$ cat config.mk
export PLATFORM = sky130hd
export DESIGN_NAME = smo_safety_output_monitor
export DESIGN_NICKNAME = d
export VERILOG_FILES = /design/src/smo_pkg.sv /design/src/smo_blink_if.sv /design/src/smo_blink_gen.sv /design/src/smo_safety_output_monitor.sv
export SDC_FILE = /design/constraint.sdc
export NUM_CORES = 1
export LEC_CHECK = 0
export BUFFER_PORTS_ARGS = -buffer_cell sky130_fd_sc_hd__buf_2
export CAP_MARGIN = 20
export CORE_UTILIZATION = 40
export CTS_CLUSTER_DIAMETER = 100
export DETAILED_ROUTE_END_ITERATION = 8
export PLACE_DENSITY = 0.55
export SYNTH_ARGS = -nofsm -noshare
export SYNTH_HDL_FRONTEND = slang
export SYNTH_SLANG_ARGS = --single-unit
$ cat constraint.sdc
create_clock -name sys_clk -period 5.6 [get_ports sys_clk]
set_input_delay 0.84 -clock sys_clk [delete_from_list [all_inputs] [get_ports sys_clk]]
set_output_delay 0.84 -clock sys_clk [all_outputs]
set_load 0.02 [all_outputs]
$ cat src/smo_pkg.sv
// Shared constants and types of the safety output monitor.
// Assumes a single 200 MHz system clock for all of the block.
package smo_pkg;
   localparam int unsigned CLK_HZ = 200_000_000;
   localparam int unsigned CLK_PER_MS = CLK_HZ / 1000;
   // Contactor response window, in milliseconds.
   localparam int unsigned RESP_TIME_MS = 300;
   localparam int unsigned RESP_CYCLES = RESP_TIME_MS * CLK_PER_MS;
   // Reset-required blink rate, in hertz; one half period is high, one low.
   localparam int unsigned BLINK_HZ = 1;
   localparam int unsigned BLINK_HALF_CYCLES = CLK_HZ / (2 * BLINK_HZ);
   localparam int unsigned TIMER_W = 32;
   localparam int unsigned SYNC_W = 3;
   // Bit positions inside the synchronised pin vector.
   localparam int unsigned PIN_RESET_BTN = 0;
   localparam int unsigned PIN_FEEDBACK = 1;
   localparam int unsigned PIN_SENDER_TEST = 2;
   // Fault codes shown on the fault code output.
   localparam logic [7:0] FAULT_NONE = 8'h00;
   localparam logic [7:0] FAULT_FB_CFG = 8'h22;
   localparam logic [7:0] FAULT_FB_RESP = 8'h23;

   typedef enum logic [1:0] {
      DIAG_CONTAM = 2'h0,
      DIAG_OUTSTATE = 2'h1,
      DIAG_RESETREQ = 2'h2,
      DIAG_MUTING = 2'h3
   } smo_diag_src_t;
endpackage

$ cat src/smo_blink_if.sv
// Carrier between the monitor and its reset-required blink generator.
// Assumes both ends run on the same system clock.
interface smo_blink_if;
   logic enable;
   logic wave;
   modport gen (input enable, output wave);
   modport user (output enable, input wave);
endinterface

$ cat src/smo_blink_gen.sv
// Blink generator for the reset-required indication.
// Assumes a synchronous enable and an already synchronised active-low reset.
module smo_blink_gen #(
   parameter int unsigned HALF_CYCLES = smo_pkg::BLINK_HALF_CYCLES
) (
   input wire logic sys_clk,
   input wire logic rstSync_b,
   smo_blink_if.gen bl
);
   logic [smo_pkg::TIMER_W-1:0] cnt_ff;
   logic [smo_pkg::TIMER_W-1:0] nxt_cnt;
   logic wave_ff;
   logic nxt_wave;
   localparam logic [smo_pkg::TIMER_W-1:0] LIMIT = smo_pkg::TIMER_W'(HALF_CYCLES - 1);

   // The wave is held low while idle so a lamp stays dark with nothing pending.
   always_comb begin
      nxt_cnt = cnt_ff;
      nxt_wave = wave_ff;
      if (!bl.enable) begin
         nxt_cnt = '0;
         nxt_wave = 1'b0;
      end else if (cnt_ff >= LIMIT) begin
         nxt_cnt = '0;
         nxt_wave = !wave_ff;
      end else begin
         nxt_cnt = cnt_ff + 1'b1;
      end
   end

   always_ff @(posedge sys_clk or negedge rstSync_b) begin
      if (!rstSync_b) begin
         cnt_ff <= '0;
         wave_ff <= 1'b0;
      end else begin
         cnt_ff <= nxt_cnt;
         wave_ff <= nxt_wave;
      end
   end

   assign bl.wave = wave_ff;

   a_blink_idle_low: assert property (@(posedge sys_clk) disable iff (!rstSync_b)
      !bl.enable |=> !wave_ff) else $error("Blink wave not low while idle.");
   a_blink_half_period: assert property (@(posedge sys_clk) disable iff (!rstSync_b)
      (bl.enable && cnt_ff >= LIMIT) |=> (wave_ff != $past(wave_ff)))
      else $error("Blink wave did not toggle at half period.");
endmodule // smo_blink_gen

$ cat src/smo_safety_output_monitor.sv
// Output-side control of a light-beam safety receiver: redundant safety outputs,
// contactor feedback supervision, restart interlock, reset-required and diagnostic outputs.
// Assumes beam, fault, contamination, muting and configuration inputs come from logic on
// sys_clk; the reset button, feedback and sender test pins are asynchronous.

module smo_safety_output_monitor #(
   parameter int unsigned RESP_CYCLES = smo_pkg::RESP_CYCLES,
   parameter int unsigned BLINK_HALF_CYCLES = smo_pkg::BLINK_HALF_CYCLES
) (
   input wire logic sys_clk,
   input wire logic rst_b,
   input wire logic beamClear,
   input wire logic deviceFault,
   input wire logic contaminationAlarm,
   input wire logic mutingActive,
   input wire logic cfgValid,
   input wire logic cfgResetEn,
   input wire logic cfgFeedbackEn,
   input wire smo_pkg::smo_diag_src_t cfgDiagSrc,
   input wire logic cfgDiagActiveHigh,
   input wire logic resetButtonPin,
   input wire logic contactorFeedbackPin,
   input wire logic senderTestPin_b,
   output logic safetyOutputA,
   output logic safetyOutputB,
   output logic resetRequired,
   output logic diagOutput,
   output logic diagOutputOe,
   output logic feedbackFault,
   output logic [7:0] faultCode,
   output logic testRequest
);
   typedef enum {
      ST_OFF,
      ST_WAIT_RESET,
      ST_CHECK_ON,
      ST_ON,
      ST_LOCK
   } smo_state_t;

   localparam logic [smo_pkg::TIMER_W-1:0] RESP_LIMIT = smo_pkg::TIMER_W'(RESP_CYCLES - 1);

   logic [1:0] rstChain_ff;
   logic rstSync_b;
   logic [smo_pkg::SYNC_W-1:0] pinMeta_ff;
   logic [smo_pkg::SYNC_W-1:0] pinSync_ff;
   logic buttonLast_ff;
   logic nxt_buttonLast;
   logic resetPress;
   logic feedbackHigh;
   logic interlockEn;
   logic cfgFault;
   logic tripped;
   logic timerDone;

   smo_state_t state_ff;
   smo_state_t nxt_state;
   logic [smo_pkg::TIMER_W-1:0] timer_ff;
   logic [smo_pkg::TIMER_W-1:0] nxt_timer;
   logic safetyOutputA_ff;
   logic nxt_safetyOutputA;
   logic safetyOutputB_ff;
   logic nxt_safetyOutputB;
   logic feedbackFault_ff;
   logic nxt_feedbackFault;
   logic [7:0] faultCode_ff;
   logic [7:0] nxt_faultCode;

   logic resetRequired_ff;
   logic nxt_resetRequired;
   logic diagOutput_ff;
   logic nxt_diagOutput;
   logic diagOutputOe_ff;
   logic nxt_diagOutputOe;
   logic testRequest_ff;
   logic nxt_testRequest;

   smo_blink_if blink ();

   // Reset is released through two flops; assertion stays asynchronous.
   always_ff @(posedge sys_clk or negedge rst_b) begin
      if (!rst_b) begin
         rstChain_ff <= 2'h0;
      end else begin
         rstChain_ff <= {rstChain_ff[0], 1'b1};
      end
   end
   assign rstSync_b = rstChain_ff[1];

   // Two-flop synchronisers; only the second stage is read by the logic.
   for (genvar i = 0; i < smo_pkg::SYNC_W; i++) begin : g_sync
      always_ff @(posedge sys_clk or negedge rstSync_b) begin
         if (!rstSync_b) begin
            // The sender test pin idles high; starting there avoids a false test request.
            pinMeta_ff[i] <= 1'(i == smo_pkg::PIN_SENDER_TEST);
            pinSync_ff[i] <= 1'(i == smo_pkg::PIN_SENDER_TEST);
         end else begin
            pinMeta_ff[i] <= i == smo_pkg::PIN_SENDER_TEST ? senderTestPin_b :
               i == smo_pkg::PIN_FEEDBACK ? contactorFeedbackPin : resetButtonPin;
            pinSync_ff[i] <= pinMeta_ff[i];
         end
      end
   end

   // Diagnostic drive decision; returns the output enable, the level is always high.
   function automatic logic diagDrive(smo_pkg::smo_diag_src_t src, logic activeHigh,
                                      logic contam, logic outOn, logic wave, logic muting);
      logic cond;
      cond = 1'b0;
      case (src)
         smo_pkg::DIAG_CONTAM: cond = activeHigh ? contam : !contam;
         smo_pkg::DIAG_OUTSTATE: cond = activeHigh ? outOn : !outOn;
         smo_pkg::DIAG_RESETREQ: cond = wave;
         smo_pkg::DIAG_MUTING: cond = muting;
         default: cond = 1'b0;
      endcase
      return cond;
   endfunction

   assign feedbackHigh = pinSync_ff[smo_pkg::PIN_FEEDBACK];
   assign resetPress = pinSync_ff[smo_pkg::PIN_RESET_BTN] && !buttonLast_ff;
   // A replacement unit with no valid configuration runs without the interlock.
   assign interlockEn = cfgValid && cfgResetEn;
   // A high feedback level with monitoring off means contacts are wired unannounced.
   assign cfgFault = !cfgFeedbackEn && feedbackHigh;
   assign tripped = !beamClear || deviceFault || cfgFault;
   assign timerDone = timer_ff >= RESP_LIMIT;

   // Output state machine with contactor supervision.
   always_comb begin
      nxt_state = state_ff;
      nxt_buttonLast = pinSync_ff[smo_pkg::PIN_RESET_BTN];
      nxt_feedbackFault = feedbackFault_ff;
      case (state_ff)
         ST_OFF: begin
            if (cfgFeedbackEn && !feedbackHigh && timerDone) begin
               nxt_state = ST_LOCK;
               nxt_feedbackFault = 1'b1;
            end else if (!tripped && (!cfgFeedbackEn || feedbackHigh)) begin
               if (interlockEn) begin
                  nxt_state = ST_WAIT_RESET;
               end else begin
                  nxt_state = cfgFeedbackEn ? ST_CHECK_ON : ST_ON;
               end
            end
         end
         ST_WAIT_RESET: begin
            if (tripped) begin
               nxt_state = ST_OFF;
            end else if (resetPress) begin
               nxt_state = cfgFeedbackEn ? ST_CHECK_ON : ST_ON;
            end
         end
         ST_CHECK_ON: begin
            if (tripped) begin
               nxt_state = ST_OFF;
            end else if (!feedbackHigh) begin
               nxt_state = ST_ON;
               nxt_feedbackFault = 1'b0;
            end else if (timerDone) begin
               nxt_state = ST_OFF;
               nxt_feedbackFault = 1'b1;
            end
         end
         ST_ON: begin
            if (tripped) begin
               nxt_state = ST_OFF;
            end
         end
         ST_LOCK: begin
            // Leaving needs released contacts and a deliberate operator press.
            if (feedbackHigh && resetPress && !tripped) begin
               nxt_state = ST_OFF;
            end
         end
         default: nxt_state = ST_OFF;
      endcase
      nxt_timer = nxt_state != state_ff ? '0 : (timerDone ? timer_ff : timer_ff + 1'b1);
      nxt_safetyOutputA = nxt_state == ST_ON || nxt_state == ST_CHECK_ON;
      nxt_safetyOutputB = nxt_state == ST_ON || nxt_state == ST_CHECK_ON;
      if (cfgFault) begin
         nxt_faultCode = smo_pkg::FAULT_FB_CFG;
      end else if (nxt_feedbackFault) begin
         nxt_faultCode = smo_pkg::FAULT_FB_RESP;
      end else begin
         nxt_faultCode = smo_pkg::FAULT_NONE;
      end
   end

   always_ff @(posedge sys_clk or negedge rstSync_b) begin
      if (!rstSync_b) begin
         state_ff <= ST_OFF;
         timer_ff <= '0;
         buttonLast_ff <= 1'b0;
         safetyOutputA_ff <= 1'b0;
         safetyOutputB_ff <= 1'b0;
         feedbackFault_ff <= 1'b0;
         faultCode_ff <= smo_pkg::FAULT_NONE;
      end else begin
         state_ff <= nxt_state;
         timer_ff <= nxt_timer;
         buttonLast_ff <= nxt_buttonLast;
         safetyOutputA_ff <= nxt_safetyOutputA;
         safetyOutputB_ff <= nxt_safetyOutputB;
         feedbackFault_ff <= nxt_feedbackFault;
         faultCode_ff <= nxt_faultCode;
      end
   end

   assign blink.enable = state_ff == ST_WAIT_RESET;

   smo_blink_gen #(
      .HALF_CYCLES(BLINK_HALF_CYCLES)
   ) u_blink (
      .sys_clk(sys_clk),
      .rstSync_b(rstSync_b),
      .bl(blink.gen)
   );

   // Indicator, diagnostic and sender test outputs.
   always_comb begin
      nxt_resetRequired = blink.wave;
      nxt_diagOutput = 1'b1;
      nxt_diagOutputOe = diagDrive(cfgDiagSrc, cfgDiagActiveHigh, contaminationAlarm,
                                   safetyOutputA_ff, blink.wave, mutingActive);
      nxt_testRequest = !pinSync_ff[smo_pkg::PIN_SENDER_TEST];
   end

   always_ff @(posedge sys_clk or negedge rstSync_b) begin
      if (!rstSync_b) begin
         resetRequired_ff <= 1'b0;
         diagOutput_ff <= 1'b0;
         diagOutputOe_ff <= 1'b0;
         testRequest_ff <= 1'b0;
      end else begin
         resetRequired_ff <= nxt_resetRequired;
         diagOutput_ff <= nxt_diagOutput;
         diagOutputOe_ff <= nxt_diagOutputOe;
         testRequest_ff <= nxt_testRequest;
      end
   end

   assign safetyOutputA = safetyOutputA_ff;
   assign safetyOutputB = safetyOutputB_ff;
   assign resetRequired = resetRequired_ff;
   assign diagOutput = diagOutput_ff;
   assign diagOutputOe = diagOutputOe_ff;
   assign feedbackFault = feedbackFault_ff;
   assign faultCode = faultCode_ff;
   assign testRequest = testRequest_ff;

   a_resp_timeout_off: assert property (@(posedge sys_clk) disable iff (!rstSync_b)
      (state_ff == ST_CHECK_ON && timerDone && feedbackHigh && !tripped)
      |=> !safetyOutputA_ff && !safetyOutputB_ff && feedbackFault_ff)
      else $error("Outputs on after timeout.");
   a_release_lock: assert property (@(posedge sys_clk) disable iff (!rstSync_b)
      (state_ff == ST_OFF && cfgFeedbackEn && !feedbackHigh && timerDone)
      |=> state_ff == ST_LOCK ##1 !safetyOutputA_ff) else $error("No lock on stuck feedback.");
   a_cfg_fault_code: assert property (@(posedge sys_clk) disable iff (!rstSync_b)
      (!cfgFeedbackEn && feedbackHigh) |=> faultCode_ff == smo_pkg::FAULT_FB_CFG)
      else $error("Missing feedback configuration fault code.");
   a_interlock_hold: assert property (@(posedge sys_clk) disable iff (!rstSync_b)
      (state_ff == ST_WAIT_RESET && !resetPress) |=> !safetyOutputA_ff)
      else $error("Outputs on without reset press.");
   a_interlock_cfg: assert property (@(posedge sys_clk) disable iff (!rstSync_b)
      (state_ff == ST_OFF && !tripped && !cfgFeedbackEn && !interlockEn) |=> safetyOutputA_ff)
      else $error("Unconfigured unit did not run without interlock.");
   a_beam_cut_off: assert property (@(posedge sys_clk) disable iff (!rstSync_b)
      tripped |=> !safetyOutputA_ff && !safetyOutputB_ff)
      else $error("Outputs on while interrupted or faulted.");
   a_outputs_match: assert property (@(posedge sys_clk) disable iff (!rstSync_b)
      safetyOutputA_ff == safetyOutputB_ff) else $error("Safety outputs disagree.");
   a_indicator_follow: assert property (@(posedge sys_clk) disable iff (!rstSync_b)
      state_ff != ST_WAIT_RESET |=> ##1 !resetRequired_ff)
      else $error("Indicator active with no reset pending.");
   a_diag_high_act: assert property (@(posedge sys_clk) disable iff (!rstSync_b)
      (cfgDiagSrc == smo_pkg::DIAG_CONTAM && cfgDiagActiveHigh)
      |=> diagOutputOe_ff == $past(contaminationAlarm)) else $error("Active-high diag wrong.");
   a_diag_low_act: assert property (@(posedge sys_clk) disable iff (!rstSync_b)
      (cfgDiagSrc == smo_pkg::DIAG_OUTSTATE && !cfgDiagActiveHigh)
      |=> diagOutputOe_ff != $past(safetyOutputA_ff)) else $error("Active-low diag wrong.");
   a_diag_reset_req: assert property (@(posedge sys_clk) disable iff (!rstSync_b)
      cfgDiagSrc == smo_pkg::DIAG_RESETREQ |=> diagOutputOe_ff == resetRequired_ff)
      else $error("Diag does not follow reset-required blink.");
   a_diag_muting: assert property (@(posedge sys_clk) disable iff (!rstSync_b)
      cfgDiagSrc == smo_pkg::DIAG_MUTING |=> diagOutputOe_ff == $past(mutingActive))
      else $error("Muting diag depends on polarity.");
   a_test_request: assert property (@(posedge sys_clk) disable iff (!rstSync_b)
      !pinSync_ff[smo_pkg::PIN_SENDER_TEST] |=> testRequest_ff)
      else $error("Low test input not taken as test request.");
endmodule // smo_safety_output_monitor

### After elaboration in Yosys (flattened, before gate mapping)

Cells that the tools add are included.

| storage, ports and cells | value |
|---|---|
| logic and storage cells | 87 |
| output and inout port bits | 15 |
| input port bits | 15 |
| flip-flop bits (word level) | 120 |

| operators by class | value |
|---|---|
| equal/unequal tests | 13 |
| add/sub/neg operators | 2 |
| muxes and demuxes | 28 |
| reduce and logical (&&, ||, !) cells | 23 |
| $lt $le $gt $ge | 2 |

Operator list:

| operator | count |
|---|---|
| $mux W32 | 13 |
| $pmux W32 S5 | 1 |
| $eq A32 B2 Y1 const B | 3 |
| $eq A32 B3 Y1 const B | 3 |
| $add A32 B1 Y32 const B | 2 |
| $eq A32 B1 Y1 const B | 1 |
| $ge A32 B26 Y1 const B | 1 |
| $ge A32 B27 Y1 const B | 1 |
| $logic_not A32 Y1 | 1 |
| $ne A32 B32 Y1 | 1 |
| $mux W6 | 2 |
| $logic_not A1 Y1 | 9 |
| $mux W1 | 9 |
| $logic_and A1 B1 Y1 | 8 |
| $eq A2 B2 Y1 const B | 2 |
| $logic_or A1 B1 Y1 | 4 |
| $pmux W1 S4 | 1 |
| $eq A2 B1 Y1 const B | 1 |
| $logic_not A2 Y1 | 1 |
| $mux W2 | 1 |
| $ne A2 B1 Y1 const B | 1 |
| $ne A2 B2 Y1 const B | 1 |
| $pmux W1 S2 | 1 |

### Depth between registers and ports, before layout

Gate-level depths: netlist of the first run.

| logic depth | value |
|---|---|
| depth in word-level cells | 10 |
| gate-level depth with buffers | 9 |
| mapped depth without buffers | 7 |

### By module

A second synthesis of the first run with hierarchy kept.

| unflattened totals | value |
|---|---|
| cell total of the unflattened synthesis | 450 |
| area, all modules | 4914.7 µm² |

Modules (own cells, without submodules):

| module | area each (µm²) | seq. area each (µm²) | instances | cells each |
|---|---|---|---|---|
| smo_safety_output_monitor | 3344.5 | 2029.4 | 1 | 291 |
| smo_blink_gen | 1570.3 | 825.8 | 1 | 159 |

### Least setup slack after synthesis of the first run

OpenSTA, ideal clock, no wires.

| timing | value |
|---|---|
| path kind | input-to-reg |
| from | in beamClear |
| to | reg timer_ff[8] (netlist name) |
| data required time | 5.460 ns |
| arrival time | 2.109 ns |
| slack | 3.352 ns |
| buffers on the path | 1 |
| library setup time | 0.140 ns |
| stages | 7 |
| path through | nor2b_1 nand4_1 and3_1 o31a_1 a41oi_4 buf_6 a211oi_2 |

| between the ends | value |
|---|---|
| word-level cells in the longest chain between the ends | 10 |
| elaborated cells on any way between the ends | 16 |
| classes of those cells | eq/ne (2); mux (8); reduce/logical (6) |

RTL lines:

| what | line | RTL |
|---|---|---|
| start, declared | smo_safety_output_monitor.sv:12 | `input wire logic beamClear,` |
| $logic_not A1 Y1 * | smo_safety_output_monitor.sv:126 | `assign tripped = !beamClear \|\| deviceFault \|\| cfgFault;` |
| $logic_or A1 B1 Y1 * (2 in series) | smo_safety_output_monitor.sv:126 |  |
| $logic_not A1 Y1 | smo_safety_output_monitor.sv:139, smo_safety_output_monitor.sv:172 |  |
| $logic_and A1 B1 Y1 | smo_safety_output_monitor.sv:139 | `end else if (!tripped && (!cfgFeedbackEn \|\| feedbackHigh)) begin` |
| $mux W32 | smo_safety_output_monitor.sv:139 |  |
| $mux W32 | smo_safety_output_monitor.sv:136 | `if (cfgFeedbackEn && !feedbackHigh && timerDone) begin` |
| $pmux W32 S5 * | smo_safety_output_monitor.sv:134 | `case (state_ff)` |
| $ne A32 B32 Y1 * | smo_safety_output_monitor.sv:178 | `nxt_timer = nxt_state != state_ff ? '0 : (timerDone ? timer_ff : timer_ff + 1'b1);` |
| $ne A2 B1 Y1 (no line) / $mux W32 (equally long branches) | -- |  |
| end signal, assigned | smo_safety_output_monitor.sv:201 | `timer_ff <= nxt_timer;` |
| end, declared | smo_safety_output_monitor.sv:58 | `logic [smo_pkg::TIMER_W-1:0] timer_ff;` |

Every way passes the cells marked *; elsewhere a longest branch is shown, timed or not.
A chain may end at the register's enable or synchronous reset.

### Worst setup path in the final report of the first run

| timing | value |
|---|---|
| from | reg timer_ff[0] (netlist name) |
| to | reg timer_ff[24] (netlist name) |

| between the ends | value |
|---|---|
| word-level cells in the longest chain between the ends | 7 |
| elaborated cells on any way between the ends | 12 |
| classes of those cells | add/sub (1); order compare (1); eq/ne (2); mux (7); reduce/logical (1) |

RTL lines:

| what | line | RTL |
|---|---|---|
| $ge A32 B26 Y1 | smo_safety_output_monitor.sv:127 | `assign timerDone = timer_ff >= RESP_LIMIT;` |
| $mux W32 | smo_safety_output_monitor.sv:160 | `end else if (timerDone) begin` |
| $mux W32 | smo_safety_output_monitor.sv:157 | `end else if (!feedbackHigh) begin` |
| $mux W32 | smo_safety_output_monitor.sv:155 | `if (tripped) begin` |
| $pmux W32 S5 | smo_safety_output_monitor.sv:134 |  |
| $ne A32 B32 Y1 | smo_safety_output_monitor.sv:178 |  |
| $ne A2 B1 Y1 (no line) / $mux W32 (equally long branches) | -- |  |

Several ways; a longest one is shown, not always the timed one. The select of a mux whose other input is x is not followed.

==> results by group, run 1 <==
Clocking
  – Post-CTS Setup Bufs: 0
  – Hold_buf cts: 0
  – CTS max path bufs: 2
  – Clock Latency Late Sink: 0.40 ns
  – H-tree depth: 4
  – CTS tree: done
  – Cts repair resizes: 0
  – Clock root cell: clkbuf_16
  – Clock-pin slew on the worst setup and hold paths: 0.06 ns
  – CTS sink count: 114
  – TritonCTS Buffers: 17

Critical path
  – CP Capture Type: flop
  – Worst Setup SP: timer_ff[0]
  – Critical R2R Launch: timer_ff[0]
  – CP Data Arrival Time: 3.28 ns
  – Setup CP Type: reg2reg
  – Startpoint Class: flop
  – Crit-path max FO: 30
  – Critical Path End: timer_ff[24]
  – Worst Reg-to-Reg Cells: 7
  – R2R Setup Slk: 2.56 ns
  – R2r endpoint: timer_ff[24]
  – Req. time, crit path: 5.84 ns

Synthesis
  – Dominant cell type by area after synthesis: dfrtp_1
  – Seq cells post-synth: 114
  – Number of synthesized flops with an enable pin: 0
  – Post-Syn Instances: 440
  – Cell with the most instances after synthesis: dfrtp_1
  – Async SR Flop Fraction: 100%
  – Largest cells by area after synthesis: dfrtp_1, nor2_1, xor2_1, xnor2_1, nand3_1
  – Top-area cell type share of the netlist area: 58.1%
  – Top cells by count, synth: dfrtp_1, nor2_1, nand3_1, xor2_1, nand2_1
  – Synth warn: 0
  – Synth cell types: 51
  – Sequential share of the synthesized area: 59.2%
  – Synthesized area: 4820 um2
  – Syn Area/Cell: 11.0 um2
  – Main synth FF type: dfrtp_1

Power
  – Clock power share: 53.9%
  – Max VDD drop: 0.000232 V
  – Cell-internal power: 1.51 mW
  – Psw: 426 uW
  – Pleak: 2.45 nW
  – Combinational Power Share: 1.7%
  – Sequential power share: 44.3%
  – Pwr/cell area: 337 nW/um2
  – Sw Ratio: 22.0%

Min path
  – Hold Crit Class: in2async

Floorplan
  – Die width: 112 um
  – Rows: 39
  – Die height: 112 um
  – Placeable Area: 11600 um2
  – Initial Util: 41.7%
  – Die area: 12500 um2
  – Ports: 30

STA
  – Slew HR: 30.6%
  – Tmin final: 3.04 ns
  – Final period utilization: 54.2%
  – Worst-Margin Slew: 1.04 ns
  – Setup violations, final: 0
  – Hold Vio Cnt, Final: 0
  – Final TNS setup: 0 ns
  – Setup Skew: 0.0110 ns
  – Fmax: 329 MHz
  – RSZ-0062 raised after global routing: no
  – Slew Viols, Final: 0

GRT
  – GR Util All Layers: 15.3%
  – First-pass GRT wire length: 15.0 mm
  – Largest net degree at the start of global routing: 78
  – Vias in the first global route: 3272
  – Initial antenna violation count: 0
  – Gr ovfl total: 0

Flow run
  – Max-cap violations: 0

Route
  – Routed Antenna Nets: 0
  – Drt initial violations: 114
  – Iteration count of the initial detailed-routing pass: 6
  – DR vias: 3187
  – Total routed wirelength: 8.39 mm
  – Per-cell routed wire length: 12.7 um
  – DRC: 1
  – Drt via density: 4.81

Layout
  – Proportion of layout cells with a drive suffix above 1: 15.0%
  – Antenna Cells: 0
  – Synthesis-to-layout area growth: 19.2%
  – Nets: 523
  – Fin area: 5750 um2

Placed design
  – Placed cell areas: 5160 um2
  – HPWL Detailed: 5.42 mm
  – Port Buf Inserts: 24
  – Placer Congestion: 0.815

Outcome
  – Status: finished, violations left
  – Failing checks: design-rule violations
[critical path, cell delays in order, from the launching register on]
cell and delay (ns):
dfrtp_1 0.39, ha_1 0.20, nand3_1 0.12, nor2_1 0.65, o211ai_2 0.27, and2_4 0.26
a41oi_4 0.86, nor2_1 0.13
[per-stage QoR]
step / worst slack, ns / util (%) / hold WS [ns] / power, mW / instances
2_1_floorplan: 2.19 / - / 0.331 / 0.894 / 479
3_3_place_gp: 2.67 / 44.7 / 0.336 / 0.906 / 630
3_5_place_dp: 2.57 / 44.7 / 0.337 / 0.908 / 630
4_1_cts: 2.54 / 49.7 / 0.189 / 1.97 / 662
5_1_grt: 2.26 / 49.7 / 0.194 / 2.01 / 662
6_report: 2.56 / 49.7 / 0.204 / 1.94 / 662
[state kept, by name, summed over array words and instances, names as in the netlist, 2 cells and up]
register / count
pinMeta_ff: 3
state_ff: 32
faultCode: 2
u_blink.cnt_ff: 32
timer_ff: 32
rstChain_ff: 2
[worst min-delay path by stage]
stage / slack [ns] / cells after the start / end / start
2_1_floorplan: 0.33 / 0 / feedbackHigh / pinMeta_ff[1]
3_3_place_gp: 0.34 / 0 / feedbackHigh / pinMeta_ff[1]
3_5_place_dp: 0.34 / 0 / feedbackHigh / pinMeta_ff[1]
4_1_cts: 0.19 / 1 / rstChain_ff[1] / rst_b
5_1_grt: 0.19 / 1 / rstChain_ff[1] / rst_b
6_report: 0.20 / 1 / rstChain_ff[1] / rst_b
[power by group through the flow]
stage	Clock (mW)	Sequential [mW]	Combinational (mW)
2_1_floorplan	0	0.875	0.0189
3_3_place_gp	0	0.873	0.0330
3_5_place_dp	0	0.874	0.0335
4_1_cts	1.07	0.860	0.0337
5_1_grt	1.11	0.863	0.0388
6_report	1.05	0.859	0.0336
[metal layers]
layer | wire length (um) | part of all wire, % | track usage (%) | vias up
met5 | 0 | 0 | 0 | -
met4 | 150 | 1.8 | 8.65 | 0
met3 | 174 | 2.1 | 3.59 | 10
met2 | 4090 | 49 | 24.7 | 26
met1 | 3970 | 47 | 18.9 | 1550
li1 | - | - | - | 1601
[cell families after synthesis]
logic type | count (synthesis) | synth area share, %
other cells | 2 | 0.156
buf+inv | 26 | 3.11
flops | 114 | 59.2
mux | 2 | 0.415
compound gates | 37 | 5.81
fa+ha+maj | 2 | 0.519
simple gates | 211 | 22.4
xor+xnor | 46 | 8.35
[layout make-up]
class                   instances  area (um2)
clock buffers                  18         429
clock inverters                14         155
fillers                      1015        5820
inverters                       9        33.8
multi-input cells             339        1960
flip-flops and latches        114        2860
well taps                     143         179
repair buffers                 25         128
[placed cells by master, fill, tap and decap left out, types with 5 or more instances in the layout]
cell          n
clkinvlp_4    5
nor3_1       11
xor2_1       28
a21oi_1       7
buf_2        24
clkbuf_16    17
nor2_1       67
and3_1       15
xnor2_1      18
dfrtp_1     111
nor4_1       10
inv_1         9
nand4_1      20
nor2b_2       6
nand2_1      25
o21ai_0      11
nand2b_1      5
conb_1       41
nand3_1      28
Power figures use the tool's default switching activity.
==> run 2, diff against run 1 <==
--- a/config.mk
+++ b/config.mk
@@ -5,12 +5,13 @@
 export SDC_FILE = /design/constraint.sdc
 export NUM_CORES = 1
 export LEC_CHECK = 0
+export ABC_AREA = 1
 export BUFFER_PORTS_ARGS = -buffer_cell sky130_fd_sc_hd__buf_2
 export CAP_MARGIN = 20
 export CORE_UTILIZATION = 40
 export CTS_CLUSTER_DIAMETER = 100
 export DETAILED_ROUTE_END_ITERATION = 8
-export PLACE_DENSITY = 0.55
+export PLACE_DENSITY = 0.57
 export SYNTH_ARGS = -nofsm -noshare
 export SYNTH_HDL_FRONTEND = slang
 export SYNTH_SLANG_ARGS = --single-unit
==> constraint.sdc (replaced) <==
create_clock -name sys_clk -period 2.5 [get_ports sys_clk]
set_input_delay 0.375 -clock sys_clk [delete_from_list [all_inputs] [get_ports sys_clk]]
set_output_delay 0.375 -clock sys_clk [all_outputs]
set_load 0.02 [all_outputs]
==> results by group, run 2 <==
Outcome
  – Status: finished, final reports clean

STA
  – Slew Viols, Final: 0 (unchanged)
  – Setup Skew: 0.00603 ns (-0.00498 ns)
  – Worst-Margin Slew: 0.775 ns (-0.263 ns)
  – Tmin final: 2.29 ns (-0.750 ns)
  – Slew HR: 48.0% (+17 points)
  – Final period utilization: 91.5% (+37 points)
  – Hold Vio Cnt, Final: 0 (unchanged)
  – Fmax: 437 MHz (+33%)
  – Setup violations, final: 0 (unchanged)

Critical path
  – Crit-path max FO: 5 (-83%)
  – CP Data Arrival Time: 2.58 ns (-0.70 ns)
  – CP bufs+invs: 0 (unchanged)
  – Req. time, crit path: 2.80 ns (-3.04 ns)
  – CP delay by family, top: simple AND/OR/NAND/NOR gates
  – Slowest cell on the critical path: dfrtp_1
  – Most used cell along the critical path: nand2_1
  – Setup CP Type: reg2reg
  – CP Capture Type: flop
  – Crit-path max cell delay: 0.43 ns (-0.43 ns)
  – Startpoint Class: flop
  – CP cell instances: ha_4, nand3_2, nor3_4, nand2_1, nor3_2, nand2_2, nor3_4, nand3b_1, nor2_1, nand2_1, nor2_2, nand3_1, nand2_1, nor2_1

Synthesis
  – Post-Syn Instances: 571 (+30%)
  – Syn Area/Cell: 8.98 um2 (-18%)
  – Synth warn: 0 (unchanged)
  – Number of synthesized flops with an enable pin: 0 (unchanged)
  – Main synth FF type: dfrtp_1
  – Async SR Flop Fraction: 100% (unchanged)
  – Dominant cell type by area after synthesis: dfrtp_1
  – Cell with the most instances after synthesis: dfrtp_1
  – Sequential share of the synthesized area: 55.7% (-3.5 points)
  – Seq cells post-synth: 114 (unchanged)
  – Top-area cell type share of the netlist area: 54.7% (-3.4 points)
  – Synth cell types: 42 (-18%)
  – Synthesized area: 5130 um2 (+6.3%)
  – Top cells by count, synth: dfrtp_1, nand2_1, nor2_1, inv_1
  – Largest cells by area after synthesis: dfrtp_1, nand2_1, nor2_1, inv_1, a21oi_1

Power
  – Overall power: 4.27 mW (+120%)
  – Clock power share: 53.1% (-0.8 points)
  – Pwr/cell area: 688 nW/um2 (+100%)
  – Max VDD drop: 0.000432 V (+86%)
  – Cell-internal power: 3.36 mW (+120%)
  – Sequential power share: 44.6% (+0.3 points)
  – Pleak: 3.02 nW (+23%)
  – Psw: 918 uW (+120%)
  – Sw Ratio: 21.5% (-0.48 points)
  – Combinational Power Share: 2.3% (+0.6 points)

Route
  – Routed Antenna Nets: 0 (unchanged)
  – Total routed wirelength: 9.09 mm (+8.4%)
  – DR vias: 3688 (+16%)
  – Iteration count of the initial detailed-routing pass: 4 (-2)
  – Per-cell routed wire length: 11.0 um (-13%)
  – Drt initial violations: 203 (+78%)
  – DRC: 0 (-1)
  – Drt via density: 4.45 (-7.6%)

Flow run
  – Max-cap violations: 0 (unchanged)

GRT
  – Initial antenna violation count: 0 (unchanged)
  – GR Util All Layers: 15.8% (+0.49 points)
  – Gr ovfl total: 0 (unchanged)
  – First-pass GRT wire length: 15.8 mm (+5.7%)
  – Largest net degree at the start of global routing: 44 (-44%)
  – Vias in the first global route: 3505 (+7.1%)

Placed design
  – Port Buf Inserts: 24 (unchanged)
  – Placer Congestion: 0.828 (+1.6%)
  – Placed cell areas: 5580 um2 (+8.1%)
  – HPWL Detailed: 6.42 mm (+18%)

Floorplan
  – Die area: 13300 um2 (+6.2%)
  – Rows: 40 (+2.6%)
  – Die height: 115 um (+3.0%)
  – Ports: 30 (unchanged)
  – Placeable Area: 12300 um2 (+6.0%)
  – Die width: 115 um (+3.0%)
  – Initial Util: 41.8% (+0.11 points)

Layout
  – Fin area: 6210 um2 (+8.0%)
  – Proportion of layout cells with a drive suffix above 1: 15.7% (+0.70 points)
  – Synthesis-to-layout area growth: 21.1%
  – Commonest non-fill, non-tap cells in the layout: dfrtp_1, nand2_1, nor2_1, inv_1, conb_1
  – Antenna Cells: 0 (unchanged)
  – Most common cell after layout, fill and taps aside: dfrtp_1
  – Largest registers: state_ff x32, timer_ff x32, u_blink.cnt_ff x32
  – Fill count: 1153 (+14%)
  – Nets: 665 (+27%)

Min path
  – Hold Crit Class: in2reg

Clocking
  – CTS sink count: 114 (unchanged)
  – Clock-pin slew on the worst setup and hold paths: 0.05 ns (about the same)
  – H-tree depth: 4 (unchanged)
  – CTS tree: done
  – Clock Latency Late Sink: 0.41 ns (about the same)
  – Clock root cell: clkbuf_16
  – TritonCTS Buffers: 17 (unchanged)
  – CTS max path bufs: 2 (unchanged)
[run 2: area by class of cell]
| class | instances | area [um2] | share of cell area (%) |
|---|---|---|---|
| clock buffer | 20 | 467 | 7.52 |
| multi-input combinational | 400 | 2060 | 33.2 |
| tap | 168 | 210 | 3.39 |
| timing repair buffer | 31 | 188 | 3.02 |
| inverter | 84 | 315 | 5.08 |
| sequential | 114 | 2860 | 46.0 |
| clock inverter | 12 | 109 | 1.75 |
[run 2: power groups by stage]
stage	combinational (mW)	sequential, mW	clock (mW)
after floorplan	0.0404	1.96	0
after global placement	0.0973	1.94	0
after detailed placement	0.0986	1.94	0
after CTS	0.100	1.91	2.33
after global routing	0.116	1.91	2.42
final	0.0993	1.90	2.27
[run 2: kinds of logic after synthesis]
| group | synth area share, % |
|---|---|
| AOI/OAI and AO/OA | 5.39 |
| xor gates and xnor gates | 2.22 |
| adders and majority gates | 0.488 |
| buffers and inverters | 7.64 |
| DFF | 55.7 |
| muxes | 0.195 |
| other | 0.146 |
| and+or+nand+nor | 28.2 |
[run 2: worst reg2reg max path: stages (launching register included)]
cell	delay, ns
dfrtp_1	0.43
ha_4	0.17
nand3_2	0.12
nor3_4	0.23
nand2_1	0.11
nor3_2	0.23
nand2_2	0.11
nor3_4	0.18
nand3b_1	0.11
nor2_1	0.10
nand2_1	0.09
nor2_2	0.11
nand3_1	0.08
nand2_1	0.06
nor2_1	0.04
[run 2: routing by layer]
metal / vias up / GRT usage [%] / share of wire, %
met5: - / 0 / 0
met4: 0 / 7.01 / 1.4
met3: 11 / 5.80 / 3.6
met2: 40 / 24.5 / 47
met1: 1705 / 19.7 / 48
li1: 1932 / - / -
[run 2: repair_timing]
item,4_1_cts,5_1_grt
hold buffers,1,0
buffers inserted,0,1
resized for setup,0,7
setup endpoints to repair,0,3
hold endpoints to repair,2,0
[run 2: metrics by stage]
stage | hold WS (ns) | TNS (ns) | utilization (%) | cells | setup WS (ns)
after global routing | 0.0429 | -0.0120 | 50.6 | 829 | -0.0120
after global placement | 0.160 | 0 | 45.5 | 795 | 0.252
after floorplan | 0.0794 | 0 | - | 610 | 0.472
final | 0.0639 | 0 | 50.6 | 829 | 0.213
after detailed placement | 0.162 | 0 | 45.5 | 795 | 0.226
after CTS | 0.0418 | 0 | 50.3 | 828 | 0.219
[run 2: worst paths after layout]
check | to | cells after the start | startpoint | slack, ns
setup reg to reg | u_blink.cnt_ff[24] | 14 | u_blink.cnt_ff[0] | 0.21
hold / removal | pinMeta_ff[2] | 1 | senderTestPin_b | 0.06
max in group asynchronous | pinSync_ff[2] | 1 | rstChain_ff[1] | 1.62
min in group asynchronous | state_ff[23] | 0 | rstChain_ff[1] | 0.19
setup / recovery | u_blink.cnt_ff[24] | 14 | u_blink.cnt_ff[0] | 0.21
hold reg to reg | state_ff[23] | 0 | rstChain_ff[1] | 0.19
==> run 3, diff against run 2 <==
--- a/config.mk
+++ b/config.mk
@@ -12,6 +12,8 @@
 export CTS_CLUSTER_DIAMETER = 100
 export DETAILED_ROUTE_END_ITERATION = 8
 export PLACE_DENSITY = 0.57
+export SKIP_LAST_GASP = 1
 export SYNTH_ARGS = -nofsm -noshare
 export SYNTH_HDL_FRONTEND = slang
+export SYNTH_HIERARCHICAL = 1
 export SYNTH_SLANG_ARGS = --single-unit
==> results by group, run 3 <==
STA
  – Tmin final: 2.23 ns (-0.0561 ns)
  – Slew Viols, Final: 0 (unchanged)
  – Final TNS setup: 0 ns (unchanged)
  – Slew HR: 57.0% (+9.0 points)
  – Fmax: 448 MHz (+2.5%)
  – Final period utilization: 89.2% (-2.2 points)
  – Worst-Margin Slew: 0.643 ns (-0.132 ns)
  – Setup violations, final: 0 (unchanged)
  – RSZ-0062 raised after global routing: no
  – Hold Vio Cnt, Final: 0 (unchanged)
  – Setup Skew: 0.00536 ns (-0.000668 ns)

GRT
  – Gr ovfl total: 0 (unchanged)
  – First-pass GRT wire length: 18.8 mm (+19%)
  – Initial antenna violation count: 0 (unchanged)
  – Vias in the first global route: 4204 (+20%)
  – Largest net degree at the start of global routing: 113 (+160%)
  – GR Util All Layers: 16.8% (+1.0 points)

Route
  – Iteration count of the initial detailed-routing pass: 5 (+1)
  – Routed Antenna Nets: 0 (unchanged)
  – Drt initial violations: 311 (+53%)
  – DRC: 0 (unchanged)
  – Drt via density: 4.62 (+3.8%)
  – Total routed wirelength: 10.6 mm (+16%)
  – Per-cell routed wire length: 11.7 um (+6.3%)
  – DR vias: 4189 (+14%)

Outcome
  – Status: finished, final reports clean

Synthesis
  – Cell with the most instances after synthesis: nand2_1
  – Async SR Flop Fraction: 100% (unchanged)
  – Post-Syn Instances: 645 (+13%)
  – Synth warn: 6 (+6)
  – Synthesized area: 5450 um2 (+6.2%)
  – Dominant cell type by area after synthesis: dfrtp_1
  – Number of synthesized flops with an enable pin: 0 (unchanged)
  – Top-area cell type share of the netlist area: 51.5% (-3.2 points)
  – Synth cell types: 38 (-9.5%)
  – Sequential share of the synthesized area: 52.4% (-3.3 points)
  – Main synth FF type: dfrtp_1
  – Seq cells post-synth: 114 (unchanged)
  – Syn Area/Cell: 8.44 um2 (-6.0%)
  – Top cells by count, synth: nand2_1, dfrtp_1, nor2_1, inv_1, nand3_1
  – Largest cells by area after synthesis: dfrtp_1, nand2_1, nor2_1, inv_1, xor2_1

Power
  – Overall power: 4.46 mW (+4.4%)
  – Pleak: 2.94 nW (-2.6%)
  – Max VDD drop: 0.000545 V (+26%)
  – Pwr/cell area: 686 nW/um2 (-0.26%)

Placed design
  – Placed cell areas: 5870 um2 (+5.1%)
  – HPWL Detailed: 7.37 mm (+15%)
  – Port Buf Inserts: 24 (unchanged)
  – Placer Congestion: 0.887 (+7.2%)

Critical path
  – Setup CP Type: reg2reg
  – Startpoint Class: flop
  – CP Capture Type: flop
  – Worst Reg-to-Reg Cells: 13 (-1)
  – CP Data Arrival Time: 2.53 ns (-0.05 ns)
  – Crit-path max FO: 11 (+6)
  – Req. time, crit path: 2.80 ns (about the same)

Clocking
  – CTS tree: done
  – H-tree depth: 4 (unchanged)
  – Clock Latency Late Sink: 0.41 ns (about the same)
  – CTS sink count: 114 (unchanged)
  – Clock-pin slew on the worst setup and hold paths: 0.06 ns (about the same)
  – Post-CTS Setup Bufs: 0 (unchanged)
  – CTS max path bufs: 2 (unchanged)
  – TritonCTS Buffers: 17 (unchanged)
  – Clock root cell: clkbuf_16

Flow run
  – Max-cap violations: 0 (unchanged)

Floorplan
  – Die width: 119 um (+3.0%)
  – Ports: 30 (unchanged)
  – Die height: 119 um (+3.0%)
  – Rows: 42 (+5.0%)
  – Initial Util: 41.1% (-0.69 points)
  – Die area: 14100 um2 (+6.1%)
  – Placeable Area: 13200 um2 (+8.0%)

Layout
  – Fin area: 6500 um2 (+4.6%)
  – Nets: 735 (+11%)
  – Antenna Cells: 0 (unchanged)
  – Largest registers: state_ff x32, timer_ff x32, u_blink/cnt_ff x32
  – Fill count: 1304 (+13%)
  – Proportion of layout cells with a drive suffix above 1: 13.4% (-2.3 points)
  – Commonest non-fill, non-tap cells in the layout: nand2_1, dfrtp_1, nor2_1, inv_1, conb_1
  – Most common cell after layout, fill and taps aside: nand2_1
  – Synthesis-to-layout area growth: 19.3%

Min path
  – Hold Crit Class: in2reg
  – Hold Path Cell Cnt: 1 (unchanged)
[run 3: power breakdown]
group / total (mW) / leakage (nW) / internal [mW] / switching, mW
Combinational: 0.108 / 1.16 / 0.0267 / 0.0810
Sequential: 1.90 / 1.48 / 1.89 / 0.0148
Clock: 2.45 / 0.295 / 1.53 / 0.925
Total: 4.46 / 2.94 / 3.44 / 1.02
[run 3: logic make-up (layout without fill, tap and decap cells)]
group	Yosys count	count (layout)	synth area share (%)
multiplexers	1	1	0.184
XOR/XNOR	29	29	4.66
AO/OA/AOI/OAI	34	34	3.97
flip-flops	114	114	52.4
adder cells (fa/ha/maj)	2	2	0.459
other	3	41	0.207
AND/OR/NAND/NOR	352	352	29.2
buffers and inverters	110	158	8.89
[run 3: what timing repair did]
| action | in CTS | in global routing |
|---|---|---|
| hold buffers | 1 | 0 |
| endpoints found under the setup margin | 0 | 5 |
| resized for setup | 0 | 2 |
| hold endpoints to repair | 2 | 0 |
[run 3: path summary, 6_finish.rpt]
| check | from | end | slack [ns] |
|---|---|---|---|
| worst max-delay path | timer_ff[0] | timer_ff[13] | 0.27 |
| worst min-delay path | senderTestPin_b | pinMeta_ff[2] | 0.06 |
| worst max register to register | timer_ff[0] | timer_ff[13] | 0.27 |
| worst min register to register | pinMeta_ff[1] | feedbackHigh | 0.35 |
| max in group asynchronous | rstChain_ff[1] | timer_ff[28] | 1.66 |
| min in group asynchronous | rst_b | rstChain_ff[1] | 0.28 |
[run 3: per-layer routing]
layer | track usage [%] | vias to the layer above | share of wire, %
met5 | 0 | - | 0
met4 | 6.80 | 0 | 1.6
met3 | 4.73 | 15 | 3.3
met2 | 27.6 | 83 | 48
met1 | 20.8 | 1964 | 47
li1 | - | 2127 | -
[run 3: final cells by class]
cell class              instances  area, um2  area share [%]
well taps                     176        220            3.39
multi-input cells             459       2260            34.8
inverters                      97        364            5.60
clock inverters                14        166            2.56
flip-flops and latches        114       2860            44.0
clock buffers                  18        439            6.76
repair buffers                 29        185            2.85
[run 3: through the flow]
stage | cells | hold WS (ns) | util (%) | setup slack (ns)
after global routing | 907 | 0.0403 | 49.1 | 0.0220
after CTS | 907 | 0.0384 | 49.0 | 0.208
after detailed placement | 874 | 0.161 | 44.3 | 0.228
after global placement | 874 | 0.160 | 44.3 | 0.271
final | 907 | 0.0610 | 49.1 | 0.270
after floorplan | 683 | 0.0794 | - | 0.522
[run 3: critical path, cell delays in order (launching register included)]
cell and delay, ns:
dfrtp_1 0.40, ha_1 0.24, nand3_1 0.09, nor2_1 0.06
nand2_1 0.06, nand2_1 0.06, nand2_2 0.08, nand2_2 0.18
nor2_4 0.16, nand2_2 0.09, nor3_2 0.40, nand4_1 0.16
nand2_1 0.09, nor2_1 0.04
